**config.mk**
```make
export PLATFORM = sky130hd
export DESIGN_NAME = pdec_power_down_entry
export DESIGN_NICKNAME = d
export VERILOG_FILES = /design/src/pdec_pkg.sv /design/src/pdec_power_down_entry.sv /design/src/pdec_sync.sv
export SDC_FILE = /design/constraint.sdc
export NUM_CORES = 1
export LEC_CHECK = 0
export ABC_CLOCK_PERIOD_IN_PS = 2600
export BUFFER_PORTS_ARGS = -buffer_cell sky130_fd_sc_hd__buf_2
export CAP_MARGIN = 10
export CORE_UTILIZATION = 47
export DETAILED_ROUTE_END_ITERATION = 16
export PLACE_DENSITY = 0.85
export SETUP_SLACK_MARGIN = 0.4
export SLEW_MARGIN = 20
export SYNTH_ARGS = -nofsm -noshare
export SYNTH_HDL_FRONTEND = slang
export SYNTH_SLANG_ARGS = --single-unit
```
**constraint.sdc**
```tcl
create_clock -name REF_CLK -period 2.6 [get_ports REF_CLK]
set_clock_uncertainty 0.1 [all_clocks]
set_input_delay 0.52 -clock REF_CLK [delete_from_list [all_inputs] [get_ports REF_CLK]]
set_output_delay 0.52 -clock REF_CLK [all_outputs]
set_load 0.02 [all_outputs]
```
**src/pdec_pkg.sv**
```systemverilog
// Purpose : Shared constants and types for the power-down entry control block
// Assumes : One clock REF_CLK at 100 MHz, asynchronous active-low reset
// Notes   : Port-two wake pin count and defaults live here
package pdec_pkg;

    // ****************************************
    // Sizes and reset values
    // ****************************************
    localparam int          PDEC_WAKE_W        = 16;
    localparam logic [15:0] PDEC_WAKE_EN_RST   = 16'h0000;
    localparam logic [15:0] PDEC_WAKE_POL_RST  = 16'hffff;
    localparam int          PDEC_SYNC_STAGES   = 2;

    // ****************************************
    // Exit source select encoding
    // ****************************************
    localparam logic        PDEC_SRC_NMI       = 1'b0;
    localparam logic        PDEC_SRC_PORT2     = 1'b1;

    // ****************************************
    // Tristate wait control: 0 means the tristate wait state is active
    // ****************************************
    localparam logic        PDEC_MTTW_ACTIVE   = 1'b0;

    typedef enum logic [1:0] {
        PDEC_RUN,
        PDEC_QUASI_IDLE,
        PDEC_POWER_DOWN
    } pdec_state_t;

endpackage : pdec_pkg

```
**src/pdec_power_down_entry.sv**
```systemverilog
// Purpose : Decides whether a power-down instruction enters power-down
// Assumes : CPU pipeline supplies one-cycle execute pulse and fetch context
// Notes   : FIXED_STEP=0 models the faulty step with its quasi-idle state
//
// Contract
// [RULE_01] Select clear, interrupt pin high: no entry
// [RULE_02] Select set, enabled wake pin active: no entry
// [RULE_03] Blocked instruction ignored, execution continues
// [RULE_04] Otherwise power-down is entered normally
// [RULE_05] Blocked, external muxed tristate-wait code: quasi-idle
// [RULE_06] Blocked after external write, external code: quasi-idle
// [RULE_07] Quasi-idle keeps peripherals and watchdog running
// [RULE_08] Quasi-idle blocks interrupts and event transfers
// [RULE_09] Interrupt pin low in quasi-idle enters power-down
// [RULE_10] Fixed step never enters quasi-idle
module pdec_power_down_entry
    import pdec_pkg::*;
#(
    parameter int   WAKE_W     = PDEC_WAKE_W,
    parameter logic FIXED_STEP = 1'b0
) (
    input  wire logic              REF_CLK,
    input  wire logic              RST_B,
    input  wire logic              POWER_DOWN_INSTRUCTION,
    input  wire logic              EXIT_SOURCE_SELECT,
    input  wire logic              NMI_B,
    input  wire logic [WAKE_W-1:0] PORT_TWO_WAKE_PINS,
    input  wire logic [WAKE_W-1:0] WAKE_PIN_ENABLE,
    input  wire logic [WAKE_W-1:0] WAKE_PIN_ACTIVE_HIGH,
    input  wire logic              NEXT_CODE_EXTERNAL,
    input  wire logic              BUS_MULTIPLEXED,
    input  wire logic              MUX_TRISTATE_WAIT_CTRL,
    input  wire logic              PREV_EXTERNAL_WRITE,
    input  wire logic              WATCHDOG_OVERFLOW,
    input  wire logic              WATCHDOG_ENABLE,
    output      logic              POWER_DOWN,
    output      logic              QUASI_IDLE,
    output      logic              FETCH_ENABLE,
    output      logic              INSTR_IGNORED,
    output      logic              IRQ_SERVICE_ENABLE,
    output      logic              PERIPHERAL_TRANSFER_ENABLE,
    output      logic              PERIPHERAL_CLOCK_ENABLE,
    output      logic              WATCHDOG_RESET
);

    // ****************************************
    // Pin synchronisers
    // ****************************************
    logic              nmi_b_s;
    logic [WAKE_W-1:0] wake_s;

    // Synchroniser reset words are 16 bits wide
    if (WAKE_W < 1 || WAKE_W > 16) begin : g_bad_wake_w
        $error("pdec: WAKE_W must be 1..16");
    end

    pdec_sync #(.W(1), .RST(16'h0001)) u_sync_nmi (
        .clk   (REF_CLK),
        .rst_b (RST_B),
        .din   (NMI_B),
        .dout  (nmi_b_s)
    );

    pdec_sync #(.W(WAKE_W), .RST(16'h0000)) u_sync_wake (
        .clk   (REF_CLK),
        .rst_b (RST_B),
        .din   (PORT_TWO_WAKE_PINS),
        .dout  (wake_s)
    );

    // ****************************************
    // Entry decision
    // ****************************************
    logic        wake_any;
    logic        blocked;
    logic        stall_fault;
    pdec_state_t state_q;
    pdec_state_t state_d;
    logic        ignored_q;
    logic        ignored_d;

    // A pin is active when it matches its chosen polarity
    assign wake_any = |(WAKE_PIN_ENABLE & ~(wake_s ^ WAKE_PIN_ACTIVE_HIGH));

    always_comb begin
        if (EXIT_SOURCE_SELECT == PDEC_SRC_NMI) begin
            blocked = nmi_b_s;  // RULE_01
        end else begin
            blocked = wake_any; // RULE_02
        end
    end

    always_comb begin
        stall_fault = 1'b0;
        if (!FIXED_STEP && NEXT_CODE_EXTERNAL) begin
            if (BUS_MULTIPLEXED && MUX_TRISTATE_WAIT_CTRL == PDEC_MTTW_ACTIVE) begin
                stall_fault = 1'b1; // RULE_05
            end
            if (PREV_EXTERNAL_WRITE) begin
                stall_fault = 1'b1; // RULE_06
            end
        end
    end

    always_comb begin
        state_d   = state_q;
        ignored_d = 1'b0;
        case (state_q)
            PDEC_RUN: begin
                if (POWER_DOWN_INSTRUCTION) begin
                    if (!blocked) begin
                        state_d = PDEC_POWER_DOWN; // RULE_04
                    end else if (stall_fault) begin
                        state_d = PDEC_QUASI_IDLE; // RULE_05
                    end else begin
                        ignored_d = 1'b1; // RULE_03 RULE_10
                    end
                end
            end
            PDEC_QUASI_IDLE: begin
                if (!nmi_b_s) begin
                    state_d = PDEC_POWER_DOWN; // RULE_09
                end
            end
            PDEC_POWER_DOWN: begin
                // Left only by reset; wake-up exit belongs to the clock block
                state_d = PDEC_POWER_DOWN;
            end
            default: begin
                state_d = PDEC_RUN;
            end
        endcase
    end

    always_ff @(posedge REF_CLK or negedge RST_B) begin
        if (!RST_B) begin
            state_q   <= PDEC_RUN;
            ignored_q <= 1'b0;
        end else begin
            state_q   <= state_d;
            ignored_q <= ignored_d;
        end
    end

    // ****************************************
    // Outputs
    // ****************************************
    assign POWER_DOWN                 = (state_q == PDEC_POWER_DOWN);
    assign QUASI_IDLE                 = (state_q == PDEC_QUASI_IDLE);
    assign FETCH_ENABLE               = (state_q == PDEC_RUN); // RULE_03
    assign INSTR_IGNORED              = ignored_q;
    assign IRQ_SERVICE_ENABLE         = (state_q == PDEC_RUN); // RULE_08
    assign PERIPHERAL_TRANSFER_ENABLE = (state_q == PDEC_RUN); // RULE_08
    // Peripherals stay clocked in quasi-idle, so the watchdog can still rescue it
    assign PERIPHERAL_CLOCK_ENABLE    = (state_q != PDEC_POWER_DOWN); // RULE_07
    assign WATCHDOG_RESET             = WATCHDOG_ENABLE & WATCHDOG_OVERFLOW
                                        & (state_q != PDEC_POWER_DOWN); // RULE_07
endmodule // pdec_power_down_entry

```
**src/pdec_sync.sv**
```systemverilog
// Purpose : Two-flop synchroniser for a vector of asynchronous pins
// Assumes : Destination clock REF_CLK
// Notes   : First stage is read only by the second stage
module pdec_sync #(
    parameter int          W   = 1,
    parameter logic [15:0] RST = 16'h0000
) (
    input  wire logic         clk,
    input  wire logic         rst_b,
    input  wire logic [W-1:0] din,
    output      logic [W-1:0] dout
);
    logic [W-1:0] meta_q;
    logic [W-1:0] sync_q;

    // Reset value is sliced from a 16-bit word, so wider vectors cannot be served
    if (W < 1 || W > 16) begin : g_bad_width
        $error("pdec_sync: width out of range");
    end

    always_ff @(posedge clk or negedge rst_b) begin
        if (!rst_b) begin
            meta_q <= RST[W-1:0];
            sync_q <= RST[W-1:0];
        end else begin
            meta_q <= din;
            sync_q <= meta_q;
        end
    end

    assign dout = sync_q;
endmodule // pdec_sync

```
**Word-level counts from Yosys, hierarchy flattened**

Index checks and enable logic that the tools add are counted.

- Input bits: 59
- Logic and storage cells: 35
- Register bits after elaboration: 37
- Output and inout port bits: 8

- Reductions and logical operators: 4
- Equality and inequality tests: 6
- Muxes and demuxes: 13
- Bitwise logic cells: 6

Operators by type and width:

| operator | number |
|---|---|
| $and 16x16->16 | 1 |
| $not 16->16 | 1 |
| $reduce_or 16->1 | 1 |
| $xor 16x16->16 | 1 |
| $mux 1 | 8 |
| $mux 2 | 4 |
| $ne 2x2->1 const B | 3 |
| $pmux 2 s3 | 1 |
| $ne 3x2->1 const B | 1 |
| $reduce_and 3->1 | 1 |
| $and 1x1->1 | 2 |
| $eq 2x1->1 const B | 1 |
| $eq 2x2->1 const B | 1 |
| $logic_not 2->1 | 1 |
| $logic_and 1x1->1 | 1 |
| $not 1->1 | 1 |

**Depth between registers and ports, before layout**

- Depth after elaboration: 9
- Mapped depth: 6
- Gate-level depth less buffers: 6

**Hierarchy**

A second synthesis with hierarchy kept.

- Cell total of the unflattened synthesis: 92
- Area, all modules: 1328.8 µm²

Modules (own cells, without submodules):

| module | instances | sequential area each (µm²) | area an instance (µm²) | cells an instance |
|---|---|---|---|---|
| pdec_sync (u_sync_wake) | 1 | 800.8 | 800.8 | 32 |
| pdec_power_down_entry | 1 | 75.1 | 475.5 | 58 |
| pdec_sync (u_sync_nmi) | 1 | 52.6 | 52.6 | 2 |

**Worst setup path after synthesis**

No wires, ideal clock.

- Path kind: flip-flop to output port
- Start: reg state_q[0]
- End: out WATCHDOG_RESET
- Arrival: 1.187 ns
- Setup slack: 0.793 ns
- Required time: 1.980 ns
- Cell stages (with the launch flop): 5
- Path buffers: 0
- Cell sequence: dfrtp_1 inv_1 ha_1 inv_1 and3_1

- Cells in the longest elaborated chain, start to end: 2

RTL lines:

| what | RTL line | text |
|---|---|---|
| start, declared | pdec_power_down_entry.sv:77 | `pdec_state_t state_q;` |
| start signal, assigned | pdec_power_down_entry.sv:140 | `state_q <= state_d;` |
| $ne 2x2->1 | n/a |  |
| via PERIPHERAL_CLOCK_ENABLE | pdec_power_down_entry.sv:42 | `output logic PERIPHERAL_CLOCK_ENABLE,` |
| $and 1x1->1 | pdec_power_down_entry.sv:157 | `& (state_q != PDEC_POWER_DOWN);` |
| end, declared | pdec_power_down_entry.sv:43 | `output logic WATCHDOG_RESET` |

The timed path passes the listed nets, and every way through them passes these cells.

**Worst setup path in the final report**

- Start: reg state_q[0]
- End: out WATCHDOG_RESET

- Cells in the longest elaborated chain, start to end: 2

RTL lines:

| what | RTL line |
|---|---|
| $ne 2x2->1 | pdec_power_down_entry.sv:157 |
| $and 1x1->1 | pdec_power_down_entry.sv:157 |

Every way passes these cells.

==> flow_summary.ini <==
[layout]
multiInputGateArea_um2 = 359.1
nets = 226
syn_to_final_growth_pct = 30.70
n_antenna_cell = 0
nFillCells = 198
seq_area_um2 = 928.4
drive_gt1_frac = 0.4756

[power]
clockPowerShare = 0.220
seq_power_share = 0.503
leakage_nw = 0.8762
swShare = 0.3203
p_sw_uw = 409.7
combPwrFrac = 0.277
ir_drop_v = 0.0005847
p_int_uw = 869.2
power_density_nw_per_um2 = 736.4
power.total_mw = 1.279

[synth]
synthTopCellsByCount = dfrtp_1 (35), xnor2_1 (16), a22oi_1 (7), inv_1 (7), ha_1 (4)
synth_top_area_cell = dfrtp_1
synth.net_count = 155
synth_flop_cell = dfrtp_1
ys_ff_latch = 37
synth.most_common_cell = dfrtp_1
async_flop_share = 1.000
syn_inst = 92
synth_edf_count = 0
syn_area_per_cell_um2 = 14.44
yosysTopAreaCellShare = 0.6591
synth_area_leaders = dfrtp_1 (66%), xnor2_1 (11%), a22oi_1 (4.0%)
yosys_warnings = 0
netlist_area_um2 = 1329
ys_seq_area_frac = 0.6987
netlist-cell-type-count = 21

[grt]
grt_pass1_wl_mm = 3.753
grt_overflow = 0
grt_util_all_layers = 0.1908
grt_max_degree = 38
grt_antenna_before_repair = 0
grt_pass1_vias = 961

[detailed_routing]
routed_wl_mm = 2.428
route.detailed.drc = 0
drtAntennaViolNets = 0
vias_per_cell = 4.665
wl_per_cell_um = 12.52
drt_iter0_drc = 10
firstDrtPassIters = 4
vias = 905

[sta]
finalSetupViolCount = 0
setup_tns_ps = 0
worst_slew_pin_slew_ps = 768.7
relSlewSlack = 0.4875
rsz0062_at_grt = no
setup_ws_ps = 589.2
finalCritPeriodShare = 0.7734
finalMaxSlewViolations = 0
fmax_ghz = 0.4973
layout_min_cycle_time_ps = 2011
finalHoldViolCount = 0

[setup_path]
r2r.worst_path.cells = 5
rr_endpoint = state_q[1]
required_ps = 1980
crit_type = reg2out
crit_path_end_kind = output pin
crit_arrival_ps = 1390
r2r-start = state_q[1]
reg2reg_slack_ps = 900
startpoint = state_q[0]
crit_path_start_kind = flop
crit_end = WATCHDOG_RESET
path_max_fanout = 4

[placed_design]
dp_hpwl_mm = 1.966
dpl_worst_slack_ps = 700.4
gp_congestion = 0.7244
port_buffers = 66

[hold_path]
hold_class = in2async

[flow_run]
drv_cap = 0

[clock_tree]
clkTransAtPathRegs_ps = 110
cts.sink_count = 37
cts-root-buf = clkbuf_4
clk_path_buf_depth = 2
numCtsBuffers = 5
cts_resized = 0
cts_max_level = 2
insertion_delay_ps = 320
postCtsSetupBuffers = 0
cts_tree = built
hold_buffers = 0

[floorplan]
dieArea_um2 = 3044
core_um2 = 2567
die_w_um = 55.17
initial_utilization = 0.5175
num_rows = 18
io_pins = 67
die_y_um = 55.17

[run_status]
status = finished, final reports clean
[kinds of logic after synthesis]
group | synth area share
flops | 0.6987
xor+xnor | 0.1055
compound gates | 0.07627
simple gates | 0.04332
buf+inv | 0.03107
fa+ha+maj | 0.03767
mux | 0.007533
[worst min-delay path by stage]
stage,startpoint,to,slack (ps)
finish,RST_B,u_sync_wake.meta_q[11],160
global route,PORT_TWO_WAKE_PINS[0],u_sync_wake.meta_q[0],160
CTS,NMI_B,u_sync_nmi.meta_q,170
detailed placement,u_sync_wake.meta_q[12],u_sync_wake.dout[12],230
global placement,u_sync_wake.meta_q[1],u_sync_wake.dout[1],230
floorplan,RST_B,INSTR_IGNORED,120
[state kept, by name (all words and copies together), names as in the netlist]
name	flops
INSTR_IGNORED	1
state_q	2
u_sync_nmi.dout	1
u_sync_nmi.meta_q	1
u_sync_wake.dout	16
u_sync_wake.meta_q	16
[area by class of cell]
cell class / count / share of cell area
Timing Repair Buffer: 66 / 0.1902
Clock inverter: 3 / 0.01009
Clock buffer: 5 / 0.02161
Sequential cell: 37 / 0.5346
Tap cell: 30 / 0.02161
Inverter: 7 / 0.01513
Multi-Input combinational cell: 46 / 0.2068
[layer usage]
metal | routed length [µm] | up-vias | GRT usage
met5 | 0 | - | 0
met4 | 63 | 0 | 0.09583
met3 | 150 | 8 | 0.07650
met2 | 1350 | 44 | 0.3534
met1 | 863 | 408 | 0.1777
li1 | - | 445 | -
[power groups by stage]
| stage | Combinational [mW] | Sequential, mW | Clock, mW |
|---|---|---|---|
| floorplan | 0.246 | 0.652 | 0 |
| global placement | 0.336 | 0.651 | 0 |
| detailed placement | 0.355 | 0.657 | 0 |
| CTS | 0.357 | 0.645 | 0.292 |
| global route | 0.402 | 0.650 | 0.316 |
| finish | 0.354 | 0.644 | 0.281 |
[stage by stage]
step                utilization  hold slack, ps  cells  cell area, µm²
finish                   0.6764           155.2    194            1737
global route             0.6764           156.8    194            1737
CTS                      0.6764           172.4    194            1737
detailed placement       0.6550           234.7    186            1682
global placement         0.6550           232.1    186            1682
floorplan                     -           124.4     92            1329
[cells in the final DEF, fill, tap and decap left out, drive strengths merged]
master / Yosys / routed
dfrtp: 35 / 35
nand4: 2 / 2
o31ai: 1 / 1
nand2: 1 / 1
xnor2: 16 / 16
o21ai: 2 / 2
a222oi: 1 / 1
and3: 1 / 1
clkinv: 0 / 2
nor2b: 1 / 1
or2: 1 / 1
a31oi: 1 / 1
clkbuf: 0 / 5
nor2: 2 / 2
mux2i: 1 / 1
ha: 4 / 4
dfstp: 2 / 2
inv: 7 / 7
a21oi: 3 / 3
buf: 2 / 66
nor3: 2 / 2
a22oi: 7 / 7
clkinvlp: 0 / 1
[worst max-delay path, stage by stage, from the launching register on]
cell and delay, ps:
dfrtp_1 430, inv_1 90, ha_1 210, inv_1 60, and3_1 130, buf_2 150
Power figures use the tool's default switching activity.
